$ cat src/cmc_pkg.sv
// package for the can mode control block: register map, fields, timing
package cmc_pkg;
	// register word offsets (byte address = 4 * index)
	localparam logic [3:0] CMC_IDX_CTL0 = 4'h0;
	localparam logic [3:0] CMC_IDX_CTL1 = 4'h1;
	localparam logic [3:0] CMC_IDX_BTRA = 4'h2;
	localparam logic [3:0] CMC_IDX_BTRB = 4'h3;
	localparam logic [3:0] CMC_IDX_IDAC = 4'h4;
	localparam logic [3:0] CMC_IDX_RFLG = 4'h5;
	localparam logic [3:0] CMC_IDX_RIER = 4'h6;
	localparam logic [3:0] CMC_IDX_TFLG = 4'h7;
	localparam logic [3:0] CMC_IDX_TIER = 4'h8;
	localparam logic [3:0] CMC_IDX_TARQ = 4'h9;
	localparam logic [3:0] CMC_IDX_TAAK = 4'ha;
	localparam logic [3:0] CMC_IDX_TBSL = 4'hb;
	localparam logic [3:0] CMC_IDX_STAT = 4'hc;
	localparam logic [3:0] CMC_IDX_IDRG = 4'hd;
	localparam logic [3:0] CMC_IDX_SEL = 4'he;
	// control zero fields
	localparam int CMC_C0_INIT_REQUEST = 0;
	localparam int CMC_C0_SLEEP_REQUEST = 1;
	localparam int CMC_C0_WAKE = 2;
	localparam int CMC_C0_SYNC = 4;
	localparam int CMC_C0_RXACT = 6;
	localparam logic [7:0] CMC_C0_KEEP = 8'h07;
	// control one fields
	localparam int CMC_C1_INIT_ACK = 0;
	localparam int CMC_C1_SLEEP_ACK = 1;
	localparam int CMC_C1_WFSEL = 2;
	localparam int CMC_C1_LISTEN = 4;
	localparam int CMC_C1_LOOP = 5;
	localparam int CMC_C1_CLOCK_SOURCE_SELECT = 6;
	localparam int CMC_C1_ENABLE = 7;
	localparam logic [7:0] CMC_C1_WMASK = 8'h7c;
	// receive flag bits kept across init (receiver/transmitter state)
	localparam logic [7:0] CMC_RFLG_KEEP = 8'h3c;
	localparam logic [7:0] CMC_RIER_KEEP = 8'h3c;
	// reset values
	localparam logic [7:0] CMC_RST_CTL0 = 8'h01;
	localparam logic [7:0] CMC_RST_CTL1 = 8'h11;
	localparam logic [7:0] CMC_RST_TFLG = 8'h07;
	localparam logic [7:0] CMC_RST_ZERO = 8'h00;
	localparam logic [31:0] CMC_ERR_DATA = 32'h0;
	// timing
	localparam int CMC_CLK_MHZ = 200;
	localparam int CMC_IDLE_BITS = 11;
	localparam int CMC_BUSOFF_SEQS = 128;
	localparam int CMC_TWUP_NS = 2000;
	localparam int CMC_TWUP_CYC = (CMC_TWUP_NS * CMC_CLK_MHZ + 999) / 1000;
	// bus off recovery needs the 11-bit idle run this many times
	typedef enum logic [1:0] {CMC_RUN, CMC_SLEEP, CMC_INIT, CMC_RESYNC} cmc_mode_t;
	typedef struct packed {
		logic [3:0] idx;
		logic we;
		logic [7:0] data;
	} cmc_req_t;
endpackage

$ cat src/cmc_mode_control.sv
// can mode control: sleep/init handshakes, config protection, test modes
`timescale 1ns/100ps
`default_nettype none
module cmc_mode_control
	import cmc_pkg::*;
(
	input wire logic clk_i,
	input wire logic rst_i,
	// classic wishbone slave
	input wire logic cyc_i,
	input wire logic stb_i,
	input wire logic we_i,
	input wire logic [5:0] adr_i,
	input wire logic [3:0] sel_i,
	input wire logic [31:0] dat_i,
	output logic [31:0] dat_o,
	output logic ack_o,
	// system and protocol engine
	input wire logic special_mode_i,
	input wire logic cpu_stop_i,
	input wire logic cpu_wait_i,
	input wire logic rx_pin_i,
	input wire logic engine_tx_i,
	input wire logic engine_rx_busy_i,
	input wire logic tx_buffers_empty_i,
	input wire logic bus_off_i,
	input wire logic bit_tick_i,
	input wire logic [8:0] tx_err_count_i,
	input wire logic [7:0] rx_err_count_i,
	output logic tx_pin_o,
	output logic engine_rx_o,
	output logic engine_run_o,
	output logic engine_synced_o,
	output logic ack_suppress_o,
	output logic err_freeze_o,
	output logic loop_irq_both_o,
	output logic clock_source_o,
	output logic wake_o
);
	logic [7:0] ctl0_reg, ctl1_reg, btra_reg, btrb_reg, idac_reg;
	logic [7:0] rflg_reg, rier_reg, tflg_reg, tier_reg;
	logic [7:0] tarq_reg, taak_reg, tbsl_reg, idsel_reg;
	logic [7:0] code_reg [8];
	logic [7:0] mask_reg [8];
	logic enable_written_reg;
	cmc_mode_t mode_reg;
	logic rx_meta_reg, rx_sync_reg, rx_prev_reg;
	logic [3:0] idle_cnt_reg;
	logic [7:0] seq_cnt_reg;
	logic [15:0] wup_cnt_reg;
	cmc_req_t req;
	logic wr, cfg_ok, in_init, in_sleep, wake_event, tx_kill, bus_rx;

	assign req = '{idx: adr_i[5:2], we: we_i, data: dat_i[7:0]};
	assign wr = cyc_i && stb_i && req.we && !ack_o && sel_i[0];
	assign in_init = ctl0_reg[CMC_C0_INIT_REQUEST] && ctl1_reg[CMC_C1_INIT_ACK];
	assign in_sleep = ctl0_reg[CMC_C0_SLEEP_REQUEST] && ctl1_reg[CMC_C1_SLEEP_ACK];
	assign cfg_ok = in_init;
	// loopback ignores the pin and listens to the transmitter
	assign bus_rx = ctl1_reg[CMC_C1_LOOP] ? engine_tx_i : rx_sync_reg;

	// receive pin synchroniser
	always_ff @(posedge clk_i) begin
		if (rst_i) begin
			rx_meta_reg <= 1'b1;
			rx_sync_reg <= 1'b1;
			rx_prev_reg <= 1'b1;
		end else begin
			rx_meta_reg <= rx_pin_i;
			rx_sync_reg <= rx_meta_reg;
			rx_prev_reg <= rx_sync_reg;
		end
	end

	// wake filter: pulse length counted on the synchronised pin
	always_ff @(posedge clk_i) begin
		if (rst_i || rx_sync_reg) begin
			wup_cnt_reg <= '0;
		end else if (wup_cnt_reg != 16'(CMC_TWUP_CYC)) begin
			wup_cnt_reg <= wup_cnt_reg + 16'h0001;
		end
	end
	always_comb begin
		if (ctl1_reg[CMC_C1_WFSEL]) begin
			wake_event = (wup_cnt_reg == 16'(CMC_TWUP_CYC));
		end else begin
			wake_event = rx_prev_reg && !rx_sync_reg;
		end
		wake_event = wake_event && ctl0_reg[CMC_C0_WAKE] && in_sleep;
	end

	// mode sequencer
	always_ff @(posedge clk_i) begin
		if (rst_i) begin
			mode_reg <= CMC_INIT;
		end else begin
			unique case (mode_reg)
				CMC_RUN: begin
					if (ctl0_reg[CMC_C0_INIT_REQUEST]) begin
						mode_reg <= CMC_INIT;
					end else if (ctl0_reg[CMC_C0_SLEEP_REQUEST] && !engine_rx_busy_i &&
						tx_buffers_empty_i) begin
						mode_reg <= CMC_SLEEP;
					end
				end
				CMC_SLEEP: begin
					if (ctl0_reg[CMC_C0_INIT_REQUEST]) begin
						mode_reg <= CMC_INIT;
					end else if (!ctl0_reg[CMC_C0_SLEEP_REQUEST]) begin
						mode_reg <= CMC_RESYNC;
					end
				end
				CMC_INIT: begin
					if (!ctl0_reg[CMC_C0_INIT_REQUEST]) begin
						mode_reg <= CMC_RESYNC;
					end
				end
				CMC_RESYNC: begin
					if (ctl0_reg[CMC_C0_INIT_REQUEST]) begin
						mode_reg <= CMC_INIT;
					end else if (idle_cnt_reg == 4'(CMC_IDLE_BITS) &&
						(!bus_off_i || seq_cnt_reg == 8'(CMC_BUSOFF_SEQS))) begin
						mode_reg <= CMC_RUN;
					end
				end
			endcase
		end
	end

	// recessive-bit run counters used for resync
	always_ff @(posedge clk_i) begin
		if (rst_i || mode_reg != CMC_RESYNC) begin
			idle_cnt_reg <= '0;
			seq_cnt_reg <= '0;
		end else if (bit_tick_i) begin
			if (!bus_rx) begin
				idle_cnt_reg <= '0;
			end else if (idle_cnt_reg == 4'(CMC_IDLE_BITS)) begin
				// bus off: this bit opens the next run; the finished run
				// was counted when it reached its length, not here again
				if (bus_off_i) begin
					idle_cnt_reg <= 4'h1;
				end
			end else begin
				idle_cnt_reg <= idle_cnt_reg + 4'h1;
				if (idle_cnt_reg == 4'(CMC_IDLE_BITS - 1) && bus_off_i) begin
					seq_cnt_reg <= seq_cnt_reg + 8'h01;
				end
			end
		end
	end

	// control zero: requests and wake enable
	always_ff @(posedge clk_i) begin
		if (rst_i) begin
			ctl0_reg <= CMC_RST_CTL0;
		end else begin
			if (wr && req.idx == CMC_IDX_CTL0) begin
				ctl0_reg <= req.data & ~CMC_C0_KEEP & ~8'h50;
				ctl0_reg[CMC_C0_WAKE] <= req.data[CMC_C0_WAKE];
				// requests can only be dropped once the mode was reached
				ctl0_reg[CMC_C0_SLEEP_REQUEST] <= req.data[CMC_C0_SLEEP_REQUEST] ||
					(ctl0_reg[CMC_C0_SLEEP_REQUEST] && !in_sleep);
				ctl0_reg[CMC_C0_INIT_REQUEST] <= req.data[CMC_C0_INIT_REQUEST] ||
					(ctl0_reg[CMC_C0_INIT_REQUEST] && !in_init);
				if (ctl0_reg[CMC_C0_INIT_REQUEST]) begin
					ctl0_reg[7:3] <= CMC_RST_CTL0[7:3];
				end
			end else if (ctl0_reg[CMC_C0_INIT_REQUEST] && !in_init) begin
				ctl0_reg <= (ctl0_reg & CMC_C0_KEEP) |
					(CMC_RST_CTL0 & ~CMC_C0_KEEP);
			end
			// wake clears the request itself; it wins over a cpu write
			if (wake_event) begin
				ctl0_reg[CMC_C0_SLEEP_REQUEST] <= 1'b0;
			end
		end
	end

	// control one: handshake flags and protected configuration
	always_ff @(posedge clk_i) begin
		if (rst_i) begin
			ctl1_reg <= CMC_RST_CTL1;
			enable_written_reg <= 1'b0;
		end else begin
			if (wr && req.idx == CMC_IDX_CTL1 && cfg_ok) begin
				ctl1_reg <= (ctl1_reg & ~CMC_C1_WMASK) |
					(req.data & CMC_C1_WMASK);
				if (special_mode_i || !enable_written_reg) begin
					ctl1_reg[CMC_C1_ENABLE] <= req.data[CMC_C1_ENABLE];
					enable_written_reg <= 1'b1;
				end
			end
			ctl1_reg[CMC_C1_INIT_ACK] <= (mode_reg == CMC_INIT) &&
				ctl0_reg[CMC_C0_INIT_REQUEST];
			ctl1_reg[CMC_C1_SLEEP_ACK] <= (mode_reg == CMC_SLEEP) &&
				ctl0_reg[CMC_C0_SLEEP_REQUEST] && !wake_event;
		end
	end

	// remaining registers: protected config and init-reset group
	always_ff @(posedge clk_i) begin
		if (rst_i) begin
			btra_reg <= CMC_RST_ZERO;
			btrb_reg <= CMC_RST_ZERO;
			idac_reg <= CMC_RST_ZERO;
			idsel_reg <= CMC_RST_ZERO;
			rflg_reg <= CMC_RST_ZERO;
			rier_reg <= CMC_RST_ZERO;
			tflg_reg <= CMC_RST_TFLG;
			tier_reg <= CMC_RST_ZERO;
			tarq_reg <= CMC_RST_ZERO;
			taak_reg <= CMC_RST_ZERO;
			tbsl_reg <= CMC_RST_ZERO;
		end else if (ctl0_reg[CMC_C0_INIT_REQUEST] && !in_init) begin
			rflg_reg <= rflg_reg & CMC_RFLG_KEEP;
			rier_reg <= rier_reg & CMC_RIER_KEEP;
			tflg_reg <= CMC_RST_TFLG;
			tier_reg <= CMC_RST_ZERO;
			tarq_reg <= CMC_RST_ZERO;
			taak_reg <= CMC_RST_ZERO;
			tbsl_reg <= CMC_RST_ZERO;
		end else if (wr) begin
			// protected registers drop writes outside init
			if (cfg_ok && req.idx == CMC_IDX_BTRA) btra_reg <= req.data;
			if (cfg_ok && req.idx == CMC_IDX_BTRB) btrb_reg <= req.data;
			if (cfg_ok && req.idx == CMC_IDX_IDAC) idac_reg <= req.data;
			if (cfg_ok && req.idx == CMC_IDX_SEL) idsel_reg <= req.data;
			if (req.idx == CMC_IDX_RFLG) rflg_reg <= rflg_reg & ~req.data;
			if (req.idx == CMC_IDX_RIER) rier_reg <= req.data;
			if (req.idx == CMC_IDX_TFLG) tflg_reg <= tflg_reg | req.data;
			if (req.idx == CMC_IDX_TIER) tier_reg <= req.data;
			if (req.idx == CMC_IDX_TARQ) tarq_reg <= req.data;
			if (req.idx == CMC_IDX_TBSL) tbsl_reg <= req.data;
		end
	end

	// acceptance code and mask banks, reached through the select register
	for (genvar g = 0; g < 8; g++) begin : g_accept
		always_ff @(posedge clk_i) begin
			if (rst_i) begin
				code_reg[g] <= CMC_RST_ZERO;
				mask_reg[g] <= CMC_RST_ZERO;
			end else if (wr && cfg_ok && req.idx == CMC_IDX_IDRG &&
				idsel_reg[2:0] == 3'(g)) begin
				if (idsel_reg[3]) begin
					mask_reg[g] <= req.data;
				end else begin
					code_reg[g] <= req.data;
				end
			end
		end
	end

	// pin and engine controls, all registered
	assign tx_kill = ctl0_reg[CMC_C0_INIT_REQUEST] || cpu_stop_i ||
		(cpu_wait_i && ctl0_reg[5]) || ctl1_reg[CMC_C1_LOOP] ||
		ctl1_reg[CMC_C1_LISTEN];
	always_ff @(posedge clk_i) begin
		if (rst_i) begin
			tx_pin_o <= 1'b1;
			engine_rx_o <= 1'b1;
			engine_run_o <= 1'b0;
			engine_synced_o <= 1'b0;
			ack_suppress_o <= 1'b0;
			err_freeze_o <= 1'b0;
			loop_irq_both_o <= 1'b0;
			clock_source_o <= 1'b0;
			wake_o <= 1'b0;
		end else begin
			// recessive forced while init is asked for, in stop, in listen
			tx_pin_o <= tx_kill ? 1'b1 : engine_tx_i;
			engine_rx_o <= bus_rx;
			engine_run_o <= ctl1_reg[CMC_C1_ENABLE] && mode_reg == CMC_RUN &&
				!ctl0_reg[CMC_C0_INIT_REQUEST];
			engine_synced_o <= mode_reg == CMC_RUN && !ctl0_reg[CMC_C0_INIT_REQUEST];
			ack_suppress_o <= ctl1_reg[CMC_C1_LISTEN] || ctl1_reg[CMC_C1_LOOP];
			err_freeze_o <= ctl1_reg[CMC_C1_LISTEN] || in_init;
			loop_irq_both_o <= ctl1_reg[CMC_C1_LOOP];
			clock_source_o <= ctl1_reg[CMC_C1_CLOCK_SOURCE_SELECT];
			wake_o <= wake_event;
		end
	end

	// wishbone read data and one-cycle acknowledge
	always_ff @(posedge clk_i) begin
		if (rst_i) begin
			ack_o <= 1'b0;
			dat_o <= CMC_ERR_DATA;
		end else begin
			ack_o <= cyc_i && stb_i && !ack_o;
			dat_o <= CMC_ERR_DATA;
			unique case (req.idx)
				CMC_IDX_CTL0: dat_o[7:0] <= ctl0_reg |
					{1'b0, engine_rx_busy_i, 1'b0, engine_synced_o, 4'h0};
				CMC_IDX_CTL1: dat_o[7:0] <= ctl1_reg;
				CMC_IDX_BTRA: dat_o[7:0] <= btra_reg;
				CMC_IDX_BTRB: dat_o[7:0] <= btrb_reg;
				CMC_IDX_IDAC: dat_o[7:0] <= idac_reg;
				CMC_IDX_RFLG: dat_o[7:0] <= rflg_reg;
				CMC_IDX_RIER: dat_o[7:0] <= rier_reg;
				CMC_IDX_TFLG: dat_o[7:0] <= tflg_reg;
				CMC_IDX_TIER: dat_o[7:0] <= tier_reg;
				CMC_IDX_TARQ: dat_o[7:0] <= tarq_reg;
				CMC_IDX_TAAK: dat_o[7:0] <= taak_reg;
				CMC_IDX_TBSL: dat_o[7:0] <= tbsl_reg;
				CMC_IDX_STAT: dat_o[16:0] <= {tx_err_count_i, rx_err_count_i};
				CMC_IDX_IDRG: dat_o[7:0] <= idsel_reg[3] ?
					mask_reg[idsel_reg[2:0]] : code_reg[idsel_reg[2:0]];
				CMC_IDX_SEL: dat_o[7:0] <= idsel_reg;
				default: dat_o <= CMC_ERR_DATA;
			endcase
		end
	end

	a_init_ack_rise: assert property (@(posedge clk_i) disable iff (rst_i)
		$rose(ctl0_reg[CMC_C0_INIT_REQUEST]) |-> ##[1:3] ctl1_reg[CMC_C1_INIT_ACK])
		else $error("init ack not raised");
	a_tx_init_rec: assert property (@(posedge clk_i) disable iff (rst_i)
		ctl0_reg[CMC_C0_INIT_REQUEST] |=> tx_pin_o)
		else $error("tx pin not recessive in init");
	a_listen_no_tx: assert property (@(posedge clk_i) disable iff (rst_i)
		ctl1_reg[CMC_C1_LISTEN] |=> tx_pin_o)
		else $error("transmit while listening");
	a_loop_tx_rec: assert property (@(posedge clk_i) disable iff (rst_i)
		ctl1_reg[CMC_C1_LOOP] |=> tx_pin_o && engine_rx_o == $past(engine_tx_i))
		else $error("loopback path wrong");
	a_sleep_idle: assert property (@(posedge clk_i) disable iff (rst_i)
		$rose(ctl1_reg[CMC_C1_SLEEP_ACK]) |->
		$past(tx_buffers_empty_i && !engine_rx_busy_i, 2))
		else $error("sleep entered with tx pending");
	a_sleep_ack_req: assert property (@(posedge clk_i) disable iff (rst_i)
		ctl1_reg[CMC_C1_SLEEP_ACK] |-> $past(ctl0_reg[CMC_C0_SLEEP_REQUEST]))
		else $error("sleep ack without request");
	a_btra_protect: assert property (@(posedge clk_i) disable iff (rst_i)
		!cfg_ok && !ctl0_reg[CMC_C0_INIT_REQUEST] |=> $stable(btra_reg))
		else $error("protected register changed");
	a_init_hold: assert property (@(posedge clk_i) disable iff (rst_i)
		ctl0_reg[CMC_C0_INIT_REQUEST] && !in_init |=> ctl0_reg[CMC_C0_INIT_REQUEST])
		else $error("init request dropped early");
	a_clk_src: assert property (@(posedge clk_i) disable iff (rst_i)
		##1 clock_source_o == $past(ctl1_reg[CMC_C1_CLOCK_SOURCE_SELECT]))
		else $error("clock source mismatch");
	c_sleep: cover property (@(posedge clk_i) in_sleep);
	c_wake: cover property (@(posedge clk_i) wake_event);
	c_resync: cover property (@(posedge clk_i)
		mode_reg == CMC_RESYNC ##1 mode_reg == CMC_RUN);
endmodule
`default_nettype wire

$ cat config.mk
export PLATFORM = sky130hd
export DESIGN_NAME = cmc_mode_control
export DESIGN_NICKNAME = d
export VERILOG_FILES = /design/src/cmc_pkg.sv /design/src/cmc_mode_control.sv
export SDC_FILE = /design/constraint.sdc
export NUM_CORES = 1
export LEC_CHECK = 0
export ABC_AREA = 0
export BUFFER_PORTS_ARGS = -buffer_cell sky130_fd_sc_hd__buf_2
export CORE_ASPECT_RATIO = 0.8
export CORE_UTILIZATION = 50
export CTS_BUF_LIST = sky130_fd_sc_hd__clkbuf_8
export CTS_CLUSTER_DIAMETER = 120
export DETAILED_ROUTE_END_ITERATION = 10
export GPL_ROUTABILITY_DRIVEN = 0
export HOLD_SLACK_MARGIN = 0.08
export PLACE_DENSITY = 0.81
export SLEW_MARGIN = 20
export SYNTH_ARGS = -nofsm -noshare
export SYNTH_HDL_FRONTEND = slang
export SYNTH_SLANG_ARGS = --single-unit
$ cat constraint.sdc
create_clock -name clk_i -period 6.2 [get_ports clk_i]
set_input_delay 0.62 -clock clk_i [delete_from_list [all_inputs] [get_ports clk_i]]
set_output_delay 0.62 -clock clk_i [all_outputs]
set_load 0.03 [all_outputs]
==> results.toml <==
[status]
status = "complete, no violations"

[logic_synthesis]
syn_inst = 1243
postSynth.asyncResetShare = 0
avgSynthCellArea_sq_um = 10.6
yosys_warnings = 0
ys_seq_area_frac = 0.532
synth_area_leaders = "edfxtp_1 29%, dfxtp_1 24%, mux2i_1 8.5%"
synth-seq-cells = 286
ys.flop_type = "dfxtp_1"
synth_top_area_share = 0.292
synth_cell_types = 71
synth_area_sq_um = 13200
yosys.area.top_type = "edfxtp_1"
synth-edff-count = 128

[finish]
fin_nets = 1357
n_antenna_cell = 0
area_delta_synth_final_pct = 9.98
drive_gt1_frac = 0.136
final_area_sq_um = 14500

[global_routing]
use_met1 = 0.370
grt_pass1_vias = 9183
grt_pass1_wl_mm = 51.8
gr-total-overflow = 0
grtUsageMet3 = 0.0528
grt_max_degree = 75
antenna_found_initial = 0
grt.busiest_layer = "met1"
grt_use_met2 = 0.362
grt_usage = 0.250

[sta]
slew_headroom = 0.297
tightest_slew_ns = 1.05
fin_skew_ns = 0.0177
slew_violations = 0
hold_violations = 0
rsz0062_at_grt = "no"
tns_ns = 0
min_period_over_period = 0.478
min_period_ns = 2.96
finalSetupViolCount = 0
fmax_mhz = 338

[pwr]
p_sw_mw = 0.894
leakage_nw = 5.16
clkPwrFrac = 0.412
peakVddDrop_uv = 134
pwr-share-comb = 0.053
internal-power_mw = 2.86
power_mw = 3.76
cellPowerDensity_nw_per_um2 = 259
swShare = 0.238
pwr-share-seq = 0.535

[worst_setup_path]
crit_required_ns = 6.37
cp_slowest_cell = "o21bai_1"
arrival_ns = 3.13
path_cells = "nand2_1 > or3_1 > nor2_1 > nand3_1 > o21bai_1"
crit_path_start_kind = "flip-flop"
end_kind = "flip-flop"
setup.worst_path.class = "flip-flop to flip-flop"
critical-path-max-stage-delay_ns = 0.80
cp_max_fo = 12
r2r_setup_slack_ns = 3.24

[placed_design]
place_area_sq_um = 13600
dp_hpwl_mm = 21.9
place.port_buffers = 70

[cts]
clk_pin_slew_ns = 0.06
cts_num_sinks = 286
ctsHoldBuffers = 0
cts_root_buf = "clkbuf_8"
postCtsSetupBuffers = 0
htree_num_levels = 2
clock_path_buffers = 3
cts_made_buffers = 45
clock_latency_ns = 0.56
cts_resized = 0
cts_tree = "built"

[die]
coreArea_sq_um = 25600
rows = 52
start_util = 0.516
dieArea_sq_um = 27000
die_width_microns = 184
top_level_ports = 115
die_h_microns = 147

[drt]
avgRoutedWirePerCell_microns = 20.1
wirelength_mm = 33.5
viasPerCell = 5.84
postRouteAntennaNets = 0
firstDrtPassIters = 6
routed-via-count = 9720
drc = 0
first_iter_violations = 1382

[min_path]
hp-class = "input port to flip-flop"

[run]
max_cap_viol_count = 0
-- layout by cell type, fill, tap and decap left out, types with 35 or more instances in the layout --
cell type / count
a21oi_1: 60
and2_1: 141
buf_2: 70
clkbuf_8: 56
dfxtp_1: 157
edfxtp_1: 128
inv_1: 35
mux2i_1: 112
nand2_1: 51
nand3_1: 56
nor2_1: 115
-- cell type report --
type | instances | area (sq um)
clock buffer | 56 | 771
fill | 2151 | 11100
sequential | 286 | 7010
multi-input combinational | 853 | 5720
tap | 351 | 439
timing repair buffer | 76 | 395
clock inverter | 26 | 106
inverter | 16 | 60.1
-- power by group through the flow --
stage / registers [mW] / logic (mW) / clock network (mW)
after floorplan: 2.05 / 0.130 / 0
after global placement: 2.05 / 0.192 / 0
after detailed placement: 2.05 / 0.194 / 0
after CTS: 2.01 / 0.195 / 1.55
after global routing: 2.01 / 0.209 / 1.64
final: 2.01 / 0.199 / 1.55
-- cell usage after synthesis, types with 3 or more instances --
cell type  count
a31o_2         4
buf_2         16
nor4_4         3
o21bai_1      13
and2_1       141
a22oi_1       21
or3_1          3
ha_1           6
nand3_1       56
a31oi_1       15
nor2b_1       28
dfxtp_1      158
nor4_1         7
mux2_2         5
o211ai_1       3
o21ai_0       18
o31ai_1        4
or2_2          4
mux4_2         8
clkbuf_1      60
buf_4         15
xor2_1        10
a211oi_1      21
nand4b_1       3
nor3_2         4
xnor2_1        7
nand4_1        6
a211o_1        3
mux2i_1      112
a32oi_1        6
nor4b_1        3
nand2b_1      18
and3_1         5
o32ai_1        5
nor2_4         3
nor2_1       115
nand3b_1      13
nand2_1       51
o21a_1         3
a21oi_1       60
edfxtp_1     128
nor3_1        12
inv_1         16
or4_1          3
buf_1         11
-- kinds of logic after synthesis --
group                    after synthesis  synth area share
other                                  1          0.000284
XOR/XNOR                              17            0.0113
AND/OR/NAND/NOR                      497             0.212
buffers and inverters                118            0.0394
flip-flops                           286             0.532
adder cells (fa/ha/maj)                6           0.00569
AO/OA/AOI/OAI                        193            0.0971
multiplexers                         125             0.103
-- stage by stage --
stage / worst slack (ns) / util / hold slack [ns] / std cells
2_1_floorplan: 3.77 / - / 0.389 / 1257
3_3_place_gp: 2.96 / 0.533 / 0.395 / 1582
3_5_place_dp: 2.87 / 0.533 / 0.410 / 1582
4_1_cts: 3.29 / 0.567 / 0.226 / 1664
5_1_grt: 3.12 / 0.567 / 0.238 / 1664
6_report: 3.24 / 0.567 / 0.244 / 1664
-- per-layer routing --
layer | up-vias | part of all wire
li1 | 4506 | -
met5 | - | 0
met1 | 4602 | 0.44
met3 | 75 | 0.10
met4 | 0 | 0.026
met2 | 537 | 0.43
-- critical path: cells and delay by family, from the launching register on --
family / cells / cell delay, ns
compound gates: 1 / 0.80
flops: 1 / 0.59
simple gates: 4 / 1.18
-- final timing paths --
path | startpoint | endpoint | cells past startpoint
worst max-delay path | ctl0_reg[0]$_SDFFE_PP1P_ | mask_reg[7][4]$_SDFFCE_PN0P_ | 5
worst min-delay path | rx_pin_i | rx_meta_reg$_SDFF_PP1_ | 2
worst max register to register | ctl0_reg[0]$_SDFFE_PP1P_ | mask_reg[7][4]$_SDFFCE_PN0P_ | 5
worst min register to register | rx_meta_reg$_SDFF_PP1_ | rx_sync_reg$_SDFF_PP1_ | 1
(Power assumes the default switching activity.)
